<file path="src/rtl/tsp_pkg.sv">
package tsp_pkg;

   ////////////////////////////////////////////////////////////////////////////
   // Bus widths and AHB-Lite codes
   localparam int         ADDR_W      = 32;
   localparam int         DATA_W      = 32;
   localparam logic [1:0] HTRANS_IDLE = 2'h0;
   localparam logic [1:0] HTRANS_NSEQ = 2'h2;
   localparam logic [2:0] HSIZE_WORD  = 3'h2;

   ////////////////////////////////////////////////////////////////////////////
   // Register map (byte addresses)
   localparam logic [ADDR_W-1:0] CTRL_ADDR     = 32'h0000_0000;
   localparam logic [ADDR_W-1:0] STAT_ADDR     = 32'h0000_0004;
   localparam logic [ADDR_W-1:0] IRQ_STAT_ADDR = 32'h0000_0008;
   localparam logic [ADDR_W-1:0] IRQ_MASK_ADDR = 32'h0000_000c;
   // Calibration registers: printed offsets are indices, address is index*4
   localparam logic [ADDR_W-1:0] CALIB_LOW_IDX  = 32'h000f_0528;
   localparam logic [ADDR_W-1:0] CALIB_HIGH_IDX = 32'h000f_052a;
   localparam logic [1:0]        IDX_SHIFT      = 2'h2;

   ////////////////////////////////////////////////////////////////////////////
   // Field positions and reset values
   localparam int          CTRL_W          = 4;
   localparam int          CALIB_W         = 16;
   localparam int          EVT_W           = 3;
   localparam int          STATE_W         = 3;
   localparam int          EVT_MEAS_END    = 0;
   localparam int          EVT_TRIG_WAKE   = 1;
   localparam int          EVT_PROHIBITED  = 2;
   localparam int          STAT_STATE_LSB  = 0;
   localparam int          STAT_CONV_BIT   = 4;
   localparam int          STAT_PEND_BIT   = 5;
   localparam int          STAT_CLKREQ_BIT = 6;
   localparam logic [15:0] CALIB_LOW_RW    = 16'h0bfc;
   localparam logic [15:0] CALIB_HIGH_RW   = 16'hff00;
   localparam logic [15:0] CALIB_RESET     = 16'h0000;
   localparam logic [2:0]  EVT_RESET       = 3'h0;

   ////////////////////////////////////////////////////////////////////////////
   // Carriers
   typedef struct packed {
      logic measure_start_bit;
      logic trigger_source_select;
      logic snooze_enable_bit;
      logic power_on_bit;
   } tsp_ctrl_t;

   localparam tsp_ctrl_t CTRL_RESET = '{default: 1'b0};

   typedef enum logic [STATE_W-1:0] {
      ST_STOPPED,
      ST_IDLE,
      ST_NORMAL,
      ST_EXT_PREP,
      ST_SUSPEND,
      ST_SNOOZE,
      ST_SW_SUSP,
      ST_PROHIBITED
   } tsp_state_t;

   typedef struct packed {
      logic [1:0]         htrans;
      logic               hwrite;
      logic [2:0]         hsize;
      logic [ADDR_W-1:0]  haddr;
   } tsp_ahb_req_t;

endpackage

</file>
<file path="src/rtl/tsp_ctrl.sv">
`timescale 1ns/1ps
`default_nettype none

// Contract
// - Power-on alone set means idle awaiting a start with the converter powered.
// - Power-on and start set with snooze and trigger source clear means normal measurement, converter on.
// - Power-on, snooze and trigger source set with start clear means prepared for external start, converter off.
// - All four bits set with no trigger present means suspended waiting for a trigger, converter off.
// - All four bits set with a trigger present means snooze measurement, converter on, also from STOP mode.
// - Power-on and snooze set with trigger source and start clear means software suspended, converter off.
// - Snooze enable reaches a snooze state only when the external trigger source is selected.
// - A falling trigger edge while waiting in CPU STOP mode raises a clock request and starts snooze measurement.
module tsp_ctrl
   import tsp_pkg::*;
#(
   parameter int MEAS_CYCLES = 16
) (
   // Clock and reset
   input  wire logic                       CLK,
   input  wire logic                       RST_N,
   // AHB-Lite slave
   input  wire logic                       HSEL,
   input  wire logic [tsp_pkg::ADDR_W-1:0] HADDR,
   input  wire logic [1:0]                 HTRANS,
   input  wire logic                       HWRITE,
   input  wire logic [2:0]                 HSIZE,
   input  wire logic                       HREADY,
   input  wire logic [tsp_pkg::DATA_W-1:0] HWDATA,
   output var  logic [tsp_pkg::DATA_W-1:0] HRDATA,
   output var  logic                       HREADYOUT,
   output var  logic                       HRESP,
   // Trigger and power-mode inputs
   input  wire logic                       TRIG_N,
   input  wire logic                       CPU_STOP,
   // Converter, clock request, status and interrupt
   output var  logic                       CONV_ON,
   output var  logic                       CLK_REQ,
   output var  logic                       MEAS_BUSY,
   output var  logic                       IRQ
);
   import tsp_pkg::*;

   ////////////////////////////////////////////////////////////////////////////
   // Helpers

   // Control bits and trigger to unit state
   function automatic tsp_state_t decode_state(input tsp_ctrl_t c, input logic pend);
      tsp_state_t s;
      s = ST_PROHIBITED;
      unique case ({c.power_on_bit, c.snooze_enable_bit,
                    c.trigger_source_select, c.measure_start_bit})
         4'h0: s = ST_STOPPED;
         4'h8: s = ST_IDLE;
         4'h9: s = ST_NORMAL;
         4'he: s = ST_EXT_PREP;
         4'hf: s = pend ? ST_SNOOZE : ST_SUSPEND;
         4'hc: s = ST_SW_SUSP;
         default: s = ST_PROHIBITED;
      endcase
      return s;
   endfunction

   // States in which the sensing supply converter runs
   function automatic logic conv_needed(input tsp_state_t s);
      return (s == ST_IDLE) || (s == ST_NORMAL) || (s == ST_SNOOZE);
   endfunction

   // Word address match for a plain byte address
   function automatic logic hit(input logic [ADDR_W-1:0] a, input logic [ADDR_W-1:0] r);
      return a[ADDR_W-1:2] == r[ADDR_W-1:2];
   endfunction

   localparam logic [ADDR_W-1:0] CALIB_LOW_ADDR  = CALIB_LOW_IDX << IDX_SHIFT;
   localparam logic [ADDR_W-1:0] CALIB_HIGH_ADDR = CALIB_HIGH_IDX << IDX_SHIFT;
   localparam int                CNT_W           = $clog2(MEAS_CYCLES + 1);
   localparam logic [CNT_W-1:0]  CNT_LAST        = CNT_W'(MEAS_CYCLES - 1);

   ////////////////////////////////////////////////////////////////////////////
   // Declarations

   tsp_ahb_req_t       req;
   logic               accept;
   logic               wr_ff;
   logic               rd_ff;
   logic [ADDR_W-1:0]  addr_ff;
   logic               wr_ctrl;
   logic               wr_irq_stat;
   logic               wr_irq_mask;
   logic               wr_cal_lo;
   logic               wr_cal_hi;
   tsp_ctrl_t          ctrl_ff;
   logic [CALIB_W-1:0] calib_low_ff;
   logic [CALIB_W-1:0] calib_high_ff;
   logic [EVT_W-1:0]   irq_stat_ff;
   logic [EVT_W-1:0]   irq_mask_ff;
   logic [EVT_W-1:0]   events;
   tsp_state_t         nxt_state;
   tsp_state_t         state_ff;
   logic               pend_ff;
   logic [CNT_W-1:0]   meas_cnt_ff;
   logic               meas_done;
   logic               trig_s;
   logic               stop_s;
   logic               trig_prev_ff;
   logic               trig_fall;
   logic               wake;
   logic [DATA_W-1:0]  nxt_rdata;

   ////////////////////////////////////////////////////////////////////////////
   // Input synchronisers (trigger idles high, falling edge is active)

   tsp_sync #(
      .WIDTH     (1),
      .RESET_VAL (1'b1)
   ) u_trig_sync (
      .CLK   (CLK),
      .RST_N (RST_N),
      .D_IN  (TRIG_N),
      .Q_OUT (trig_s)
   );

   tsp_sync #(
      .WIDTH     (1),
      .RESET_VAL (1'b0)
   ) u_stop_sync (
      .CLK   (CLK),
      .RST_N (RST_N),
      .D_IN  (CPU_STOP),
      .Q_OUT (stop_s)
   );

   // Edge detect on the filtered trigger
   always_ff @(posedge CLK or negedge RST_N) begin
      if (!RST_N) begin
         trig_prev_ff <= 1'b1;
      end else begin
         trig_prev_ff <= trig_s;
      end
   end

   assign trig_fall = trig_prev_ff & ~trig_s;
   assign wake      = trig_fall && (state_ff == ST_SUSPEND);

   ////////////////////////////////////////////////////////////////////////////
   // AHB-Lite address and data phase

   assign req    = '{htrans: HTRANS, hwrite: HWRITE, hsize: HSIZE, haddr: HADDR};
   assign accept = HSEL && HREADY && (req.htrans == HTRANS_NSEQ);

   // Address phase capture; reads get one wait state
   always_ff @(posedge CLK or negedge RST_N) begin
      if (!RST_N) begin
         wr_ff     <= 1'b0;
         rd_ff     <= 1'b0;
         addr_ff   <= '0;
         HREADYOUT <= 1'b1;
      end else begin
         if (accept) begin
            wr_ff     <= req.hwrite;
            rd_ff     <= ~req.hwrite;
            addr_ff   <= req.haddr;
            HREADYOUT <= req.hwrite;
         end else begin
            wr_ff     <= 1'b0;
            rd_ff     <= 1'b0;
            HREADYOUT <= 1'b1;
         end
      end
   end

   // Response is always OKAY
   always_ff @(posedge CLK or negedge RST_N) begin
      if (!RST_N) begin
         HRESP <= 1'b0;
      end else begin
         HRESP <= 1'b0;
      end
   end

   assign wr_ctrl     = wr_ff && hit(addr_ff, CTRL_ADDR);
   assign wr_irq_stat = wr_ff && hit(addr_ff, IRQ_STAT_ADDR);
   assign wr_irq_mask = wr_ff && hit(addr_ff, IRQ_MASK_ADDR);
   assign wr_cal_lo   = wr_ff && hit(addr_ff, CALIB_LOW_ADDR);
   assign wr_cal_hi   = wr_ff && hit(addr_ff, CALIB_HIGH_ADDR);

   // Read mux; unmapped addresses read zero
   always_comb begin
      nxt_rdata = '0;
      if (hit(addr_ff, CTRL_ADDR)) begin
         nxt_rdata[CTRL_W-1:0] = ctrl_ff;
      end else if (hit(addr_ff, STAT_ADDR)) begin
         nxt_rdata[STAT_STATE_LSB +: STATE_W] = state_ff;
         nxt_rdata[STAT_CONV_BIT]             = CONV_ON;
         nxt_rdata[STAT_PEND_BIT]             = pend_ff;
         nxt_rdata[STAT_CLKREQ_BIT]           = CLK_REQ;
      end else if (hit(addr_ff, IRQ_STAT_ADDR)) begin
         nxt_rdata[EVT_W-1:0] = irq_stat_ff;
      end else if (hit(addr_ff, IRQ_MASK_ADDR)) begin
         nxt_rdata[EVT_W-1:0] = irq_mask_ff;
      end else if (hit(addr_ff, CALIB_LOW_ADDR)) begin
         nxt_rdata[CALIB_W-1:0] = calib_low_ff;
      end else if (hit(addr_ff, CALIB_HIGH_ADDR)) begin
         nxt_rdata[CALIB_W-1:0] = calib_high_ff;
      end
   end

   // Read data loaded in the wait cycle, after any preceding write landed
   always_ff @(posedge CLK or negedge RST_N) begin
      if (!RST_N) begin
         HRDATA <= '0;
      end else if (rd_ff && !HREADYOUT) begin
         HRDATA <= nxt_rdata;
      end
   end

   ////////////////////////////////////////////////////////////////////////////
   // Control register; start self-clears at measurement end, a write wins

   always_ff @(posedge CLK or negedge RST_N) begin
      if (!RST_N) begin
         ctrl_ff <= CTRL_RESET;
      end else if (wr_ctrl) begin
         ctrl_ff <= tsp_ctrl_t'(HWDATA[CTRL_W-1:0]);
      end else if (meas_done) begin
         ctrl_ff.measure_start_bit <= 1'b0;
      end
   end

   // Calibration registers, reserved bits held at zero
   always_ff @(posedge CLK or negedge RST_N) begin
      if (!RST_N) begin
         calib_low_ff  <= CALIB_RESET;
         calib_high_ff <= CALIB_RESET;
      end else begin
         if (wr_cal_lo) begin
            calib_low_ff <= HWDATA[CALIB_W-1:0] & CALIB_LOW_RW;
         end
         if (wr_cal_hi) begin
            calib_high_ff <= HWDATA[CALIB_W-1:0] & CALIB_HIGH_RW;
         end
      end
   end

   ////////////////////////////////////////////////////////////////////////////
   // Trigger pending and clock request

   // Trigger latched while suspended, dropped at measurement end or on leaving
   always_ff @(posedge CLK or negedge RST_N) begin
      if (!RST_N) begin
         pend_ff <= 1'b0;
      end else if (wake) begin
         pend_ff <= 1'b1;
      end else if (meas_done || (ctrl_ff != tsp_ctrl_t'(4'hf))) begin
         pend_ff <= 1'b0;
      end
   end

   // Clock request to the clock generator for a wake from STOP
   always_ff @(posedge CLK or negedge RST_N) begin
      if (!RST_N) begin
         CLK_REQ <= 1'b0;
      end else if (wake && stop_s) begin
         CLK_REQ <= 1'b1;
      end else if (meas_done || (nxt_state != ST_SNOOZE)) begin
         CLK_REQ <= 1'b0;
      end
   end

   ////////////////////////////////////////////////////////////////////////////
   // Unit state and converter gate

   assign nxt_state = decode_state(ctrl_ff, pend_ff);

   always_ff @(posedge CLK or negedge RST_N) begin
      if (!RST_N) begin
         state_ff  <= ST_STOPPED;
         CONV_ON   <= 1'b0;
         MEAS_BUSY <= 1'b0;
      end else begin
         state_ff  <= nxt_state;
         CONV_ON   <= conv_needed(nxt_state);
         MEAS_BUSY <= (nxt_state == ST_NORMAL) || (nxt_state == ST_SNOOZE);
      end
   end

   // Measurement length counter
   always_ff @(posedge CLK or negedge RST_N) begin
      if (!RST_N) begin
         meas_cnt_ff <= '0;
      end else if (!MEAS_BUSY || meas_done) begin
         meas_cnt_ff <= '0;
      end else begin
         meas_cnt_ff <= meas_cnt_ff + CNT_W'(1);
      end
   end

   assign meas_done = MEAS_BUSY && (meas_cnt_ff == CNT_LAST)
                      && ((state_ff == ST_NORMAL) || (state_ff == ST_SNOOZE));

   ////////////////////////////////////////////////////////////////////////////
   // Interrupt status, mask and output

   assign events[EVT_MEAS_END]   = meas_done;
   assign events[EVT_TRIG_WAKE]  = wake;
   assign events[EVT_PROHIBITED] = (nxt_state == ST_PROHIBITED)
                                   && (state_ff != ST_PROHIBITED);

   // Write one to clear, a new event wins over the clear
   always_ff @(posedge CLK or negedge RST_N) begin
      if (!RST_N) begin
         irq_stat_ff <= EVT_RESET;
      end else begin
         irq_stat_ff <= (irq_stat_ff & ~(wr_irq_stat ? HWDATA[EVT_W-1:0] : EVT_RESET))
                        | events;
      end
   end

   always_ff @(posedge CLK or negedge RST_N) begin
      if (!RST_N) begin
         irq_mask_ff <= EVT_RESET;
      end else if (wr_irq_mask) begin
         irq_mask_ff <= HWDATA[EVT_W-1:0];
      end
   end

   always_ff @(posedge CLK or negedge RST_N) begin
      if (!RST_N) begin
         IRQ <= 1'b0;
      end else begin
         IRQ <= |(irq_stat_ff & irq_mask_ff);
      end
   end
endmodule

`default_nettype wire

</file>
<file path="src/rtl/tsp_sync.sv">
`timescale 1ns/1ps
`default_nettype none

// Three-stage synchroniser; output follows once stages two and three agree
module tsp_sync #(
   parameter int         WIDTH     = 1,
   parameter logic [0:0] RESET_VAL = 1'b0
) (
   // Clock and reset
   input  wire logic             CLK,
   input  wire logic             RST_N,
   // Asynchronous in, filtered out
   input  wire logic [WIDTH-1:0] D_IN,
   output var  logic [WIDTH-1:0] Q_OUT
);

   logic [WIDTH-1:0] s1_ff;
   logic [WIDTH-1:0] s2_ff;
   logic [WIDTH-1:0] s3_ff;

   // Capture chain
   always_ff @(posedge CLK or negedge RST_N) begin
      if (!RST_N) begin
         s1_ff <= {WIDTH{RESET_VAL}};
         s2_ff <= {WIDTH{RESET_VAL}};
         s3_ff <= {WIDTH{RESET_VAL}};
      end else begin
         s1_ff <= D_IN;
         s2_ff <= s1_ff;
         s3_ff <= s2_ff;
      end
   end

   // Accept a bit only when stages two and three agree
   always_ff @(posedge CLK or negedge RST_N) begin
      if (!RST_N) begin
         Q_OUT <= {WIDTH{RESET_VAL}};
      end else begin
         for (int i = 0; i < WIDTH; i++) begin
            if (s2_ff[i] == s3_ff[i]) begin
               Q_OUT[i] <= s3_ff[i];
            end
         end
      end
   end

endmodule

`default_nettype wire

</file>
<file path="config.mk">
export PLATFORM = sky130hd
export DESIGN_NAME = tsp_ctrl
export DESIGN_NICKNAME = d
export VERILOG_FILES = /design/src/rtl/tsp_pkg.sv /design/src/rtl/tsp_ctrl.sv /design/src/rtl/tsp_sync.sv
export SDC_FILE = /design/constraint.sdc
export NUM_CORES = 1
export LEC_CHECK = 0
export ABC_AREA = 0
export BUFFER_PORTS_ARGS = -buffer_cell sky130_fd_sc_hd__buf_4
export CAP_MARGIN = 20
export CORE_ASPECT_RATIO = 2
export CORE_MARGIN = 4
export CORE_UTILIZATION = 47
export DETAILED_ROUTE_END_ITERATION = 10
export PLACE_DENSITY = 0.76
export SKIP_CTS_REPAIR_TIMING = 1
export SYNTH_ARGS = -nofsm -noshare
export SYNTH_HDL_FRONTEND = slang
export SYNTH_SLANG_ARGS = --single-unit
</file>
<file path="constraint.sdc">
create_clock -name CLK -period 2.1 [get_ports CLK]
set_input_delay 0.105 -clock CLK [delete_from_list [all_inputs] [get_ports CLK]]
set_output_delay 0.105 -clock CLK [all_outputs]
set_load 0.03 [all_outputs]
</file>
# After elaboration in Yosys (flattened, before gate mapping)

Cells that the tools add are included.

Divide/modulo/power cells: 0
Bitwise operators: 7
Multiply operators: 0
$lt $le $gt $ge: 0
Multiplexer cells: 25
Add/sub/neg operators: 1
Equal/unequal tests: 24
Shift operators: 0
Reductions and logical operators: 28

Operators with widths:

| kind                 | number |
|---|---|
| $eq 30x2->1 const B  | 2 |
| $eq 30x20->1 const B | 2 |
| $mux 16              | 2 |
| $eq 30x1->1 const B  | 1 |
| $logic_not 30->1     | 1 |
| $mux 13              | 2 |
| $eq 4x4->1 const B   | 5 |
| $pmux 3 s6           | 1 |
| $mux 3               | 5 |
| $logic_and 1x1->1    | 13 |
| $eq 3x3->1 const B   | 4 |
| $mux 12              | 1 |
| $mux 1               | 11 |
| $mux 9               | 1 |
| $logic_or 1x1->1     | 7 |
| $and 3x3->3          | 2 |
| $eq 3x2->1 const B   | 2 |
| $ne 3x3->1 const B   | 2 |
| $reduce_bool 2->1    | 3 |
| $add 5x1->5 const B  | 1 |
| $eq 5x4->1 const B   | 1 |
| $mux 5               | 1 |
| $logic_not 4->1      | 1 |
| $mux 4               | 1 |
| other kinds (10)     | 13 |

Bits in registers: 100
ROM bits: 0
Bits in writable memories: 0
Output and inout port bits: 38
Memories kept: 0
Bits in latches: 0
Input bits: 76

# Depth between registers and ports, before layout

Depth after elaboration: 7
Depth in mapped cells: 7
Mapped depth without buffers: 6

# Cells and area by module

A second synthesis with hierarchy kept.

Cells, all modules: 324
Area, all modules: 4,344.2 um^2

Modules (own cells, without submodules):

| module                  | cells an instance | times used | sequential area each (um^2) | area an instance (um^2) |
|---|---|---|---|---|
| tsp_ctrl                | 314               | 1          | 2,254.7                     | 4,116.4 |
| tsp_sync at u_trig_sync | 5                 | 1          | 105.1                       | 116.4 |
| tsp_sync at u_stop_sync | 5                 | 1          | 100.1                       | 111.4 |

# Least setup slack after synthesis

No wires, ideal clock.

Path type: reg2reg
From: reg addr_ff[25]
To: reg calib_high_ff[10]
Path buffers: 1
Arrival time: 2,048 ps
Library setup time: 125 ps
Period minus slack after synthesis: 2,174 ps
Stages on the path, launching flop included: 6
Data required time: 1,975 ps
Setup slack: -74 ps
Cell sequence: dfrtp_1 > or4_4 > nor4_4 > and4_1 > buf_6 > mux2_4

Cells in the longest elaborated chain, start to end: 2

Ends and longest elaborated chain:

| what                   | RTL line        | source |
|---|---|---|
| start, declared        | tsp_ctrl.sv:85  | `logic [ADDR_W-1:0] addr_ff;` |
| start signal, assigned | tsp_ctrl.sv:161 | `addr_ff <= req.haddr;` |
| $eq 30x20->1           | tsp_ctrl.sv:70  | `return a[ADDR_W-1:2] == r[ADDR_W-1:2];` |
| $logic_and 1x1->1      | tsp_ctrl.sv:184 | `assign wr_cal_hi = wr_ff && hit(addr_ff, CALIB_HIGH_ADDR);` |
| end signal, assigned   | tsp_ctrl.sv:239 | `calib_high_ff <= HWDATA[CALIB_W-1:0] & CALIB_HIGH_RW;` |
| end, declared          | tsp_ctrl.sv:93  | `logic [CALIB_W-1:0] calib_high_ff;` |

No other way between the ends.
A chain may end at the register's enable or synchronous reset.

# Worst setup path in the final report

From: reg addr_ff[27]
To: reg irq_mask_ff[2]

Cells in the longest elaborated chain, start to end: 2

Ends and longest elaborated chain:

| what                 | RTL line        | source |
|---|---|---|
| $eq 30x2->1          | tsp_ctrl.sv:70  |  |
| $logic_and 1x1->1    | tsp_ctrl.sv:182 | `assign wr_irq_mask = wr_ff && hit(addr_ff, IRQ_MASK_ADDR);` |
| end signal, assigned | tsp_ctrl.sv:322 | `irq_mask_ff <= HWDATA[EVT_W-1:0];` |
| end, declared        | tsp_ctrl.sv:95  | `logic [EVT_W-1:0] irq_mask_ff;` |

No other way between the ends.

==> flow_metrics.env <==
export IMPL_swShare=0.235
export IMPL_synth_edff_count=0
export IMPL_p_int_mw=3.33
export IMPL_antenna_left=0
export IMPL_io_pins=114
export IMPL_insertion_delay_ns=0.34
export IMPL_drt_iter0_drc=232
export IMPL_post_route_drc_count=0
export IMPL_row_count=48
export IMPL_slowest_stage="or4_4"
export IMPL_mostFrequentLayoutCells="buf_4, dfrtp_1, mux2_2"
export IMPL_switchingPower_mw=1.02
export IMPL_slew_headroom=0.636
export IMPL_wl_per_cell_um=16.6
export IMPL_synth_top_area_share=0.549
export IMPL_io_buffers=75
export IMPL_max_freq_mhz=465
export IMPL_grt_max_degree=44
export IMPL_final_setup_worst_slack_ns=-0.0486
export IMPL_critical_path_peak_fanout=4
export IMPL_path_cells="or4_4 > buf_4 > nor4_4 > and2_4 > and4_4 > mux2_4"
export IMPL_overflow=0
export IMPL_hold_class="in -> reg"
export IMPL_cts_buffers=9
export IMPL_fin_crit_sh=1.02
export IMPL_nets=524
export IMPL_routabilityCongestion=0.881
export IMPL_hold_violations=5
export IMPL_yosysTopAreaCell="dfrtp_1"
export IMPL_die_x_um=74.8
export IMPL_cts_tree="yes"
export IMPL_die_area_sq_um=10600
export IMPL_crit_required_ns=2.33
export IMPL_syn_inst=316
export IMPL_worstPathArrival_ns=2.38
export IMPL_synth_distinct_cells=53
export IMPL_slew_viol_final=0
export IMPL_worstSetupPathType="reg -> reg"
export IMPL_finalPower_mw=4.35
export IMPL_violations="negative hold slack, negative setup slack"
export IMPL_ys_warnings_count=0
export IMPL_htreeDepth=3
export IMPL_antenna_found_initial=0
export IMPL_core_sq_um=8650
export IMPL_sequentialPowerShare=0.490
export IMPL_finalSetupViolCount=17
export IMPL_clockBufferDepth=2
export IMPL_die_y_um=142
export IMPL_clkPwrFrac=0.375
export IMPL_ys_seq_elements=98
export IMPL_leakagePower_nw=2.73
export IMPL_grt_pass1_wl_mm=14.2
export IMPL_area_delta_synth_final_pct=34.3
export IMPL_initial_utilization=0.485
export IMPL_drive_gt1_frac=0.424
export IMPL_min_period_ns=2.15
export IMPL_drv_cap=0
export IMPL_cts_root_buf="clkbuf_16"
export IMPL_path_clk_slew_ns=0.06
export IMPL_hold_slack_ns=-0.00393
export IMPL_grt_pass1_vias=2940
export IMPL_ys_flop_type="dfrtp_1"
export IMPL_rsz0062_at_grt="true"
export IMPL_worst_slew_pin_slew_ns=0.546
export IMPL_cp_end_kind="flop"
export IMPL_synth_area_sq_um=4190
export IMPL_ys_seq_area_frac=0.587
export IMPL_vias=2939
export IMPL_grt_use_total=0.180
export IMPL_final_common_cell="buf_4"
export IMPL_ir_worst_vdd_mv=0.609
export IMPL_totalWireLength_mm=9.17
export IMPL_slowest_delay_ns=0.57
export IMPL_first_pass_iters=4
export IMPL_antennaDiodeCount=0
export IMPL_avgSynthCellArea_sq_um=13.3
export IMPL_combPwrFrac=0.135
export IMPL_skew_ns=0.00606
export IMPL_cts_sinks=98
export IMPL_outcome="finished with violations"
export IMPL_hpwl_mm=6.77
export IMPL_async_reset_ff_frac=1.00
export IMPL_vias_per_cell=5.33
export IMPL_place_ws_ns=-0.0688
export IMPL_ys_top_cells_by_area="dfrtp_1, mux2_2, dfstp_2"
export IMPL_start_kind="flop"
export IMPL_p_per_area_nw_per_um2=773
==> power groups by stage <==
stage,Clock (mW),Combinational [mW],Sequential [mW]
2_1_floorplan,0,0.322,2.14
5_1_grt,1.76,0.645,2.15
4_1_cts,1.67,0.538,2.13
3_3_place_gp,0,0.519,2.16
3_5_place_dp,0,0.537,2.17
6_report,1.63,0.590,2.13
==> synth_stat cells, types with 3 or more instances <==
cell and count:
a22o_1 6, dfrtp_1 92, buf_4 17, dfstp_2 6, a21oi_1 4, o21ai_0 13
nor3_1 3, clkbuf_1 10, mux2_2 41, nor4_1 3, nand4_1 6, nor2_1 9
nand3_1 6, a21o_1 3, a32oi_1 3, and3_1 6, mux2i_1 5, mux2_4 8
inv_1 8, mux2_1 3, nand2_1 19
==> sequential cells by signal (all words and copies together) (netlist names), 3 cells and up <==
| signal | flops |
|---|---|
| calib_high_ff | 8 |
| ctrl_ff | 4 |
| irq_stat_ff | 3 |
| irq_mask_ff | 3 |
| state_ff | 3 |
| HRDATA | 16 |
| meas_cnt_ff | 5 |
| addr_ff | 30 |
| calib_low_ff | 9 |
==> final cells by class <==
class | instances | area, sq um
clock buffer | 12 | 246
sequential | 98 | 2460
timing repair buffer | 133 | 1100
inverter | 8 | 30.0
fill | 658 | 3020
multi-input combinational | 196 | 1620
tap | 100 | 125
clock inverter | 4 | 51.3
==> per-stage QoR <==
stage	setup TNS (ns)	instances	area [sq um]	hold WS (ns)	util
finish	-0.664	551	5630	-0.00393	0.651
global route	-2.48	551	5630	0.00112	0.651
detailed placement	-1.13	499	4960	0.128	0.573
floorplan	-0.581	332	4280	-0.191	-
CTS	-1.33	515	5260	-0.241	0.608
global placement	-0.398	499	4960	0.124	0.573
==> logic make-up after synthesis <==
logic type	Yosys count	synth area share
xor gates and xnor gates	3	0.00627
muxes	59	0.170
AOI/OAI and AO/OA	40	0.0671
buffers and inverters	39	0.0525
and+or+nand+nor	72	0.106
adders and majority gates	4	0.0107
other	1	0.000894
DFF	98	0.587
==> critical path, delay by kind of cell, from the launching register on <==
family	cells	cell delay (ns)
buf+inv	1	0.17
flops	1	0.37
mux	1	0.31
simple gates	4	1.18
==> layer usage <==
metal  track usage  part of all wire
met4        0.0835             0.025
met5             0                 0
met1         0.202              0.35
met3        0.0433             0.049
met2         0.311              0.58
==> final timing paths <==
path	start	end	slack, ns	depth (start not counted)
worst max-delay path	addr_ff[27]	irq_mask_ff[2]	-0.05	6
worst min-delay path	HADDR[10]	addr_ff[10]	-0.004	2
worst max register to register	addr_ff[27]	irq_mask_ff[2]	-0.05	6
worst min register to register	u_stop_sync.s1_ff	u_stop_sync.s2_ff	0.35	0
max in group asynchronous	RST_N	addr_ff[26]	1.07	3
min in group asynchronous	RST_N	HRDATA[15]	0.29	2
(Power assumes the default switching activity.)
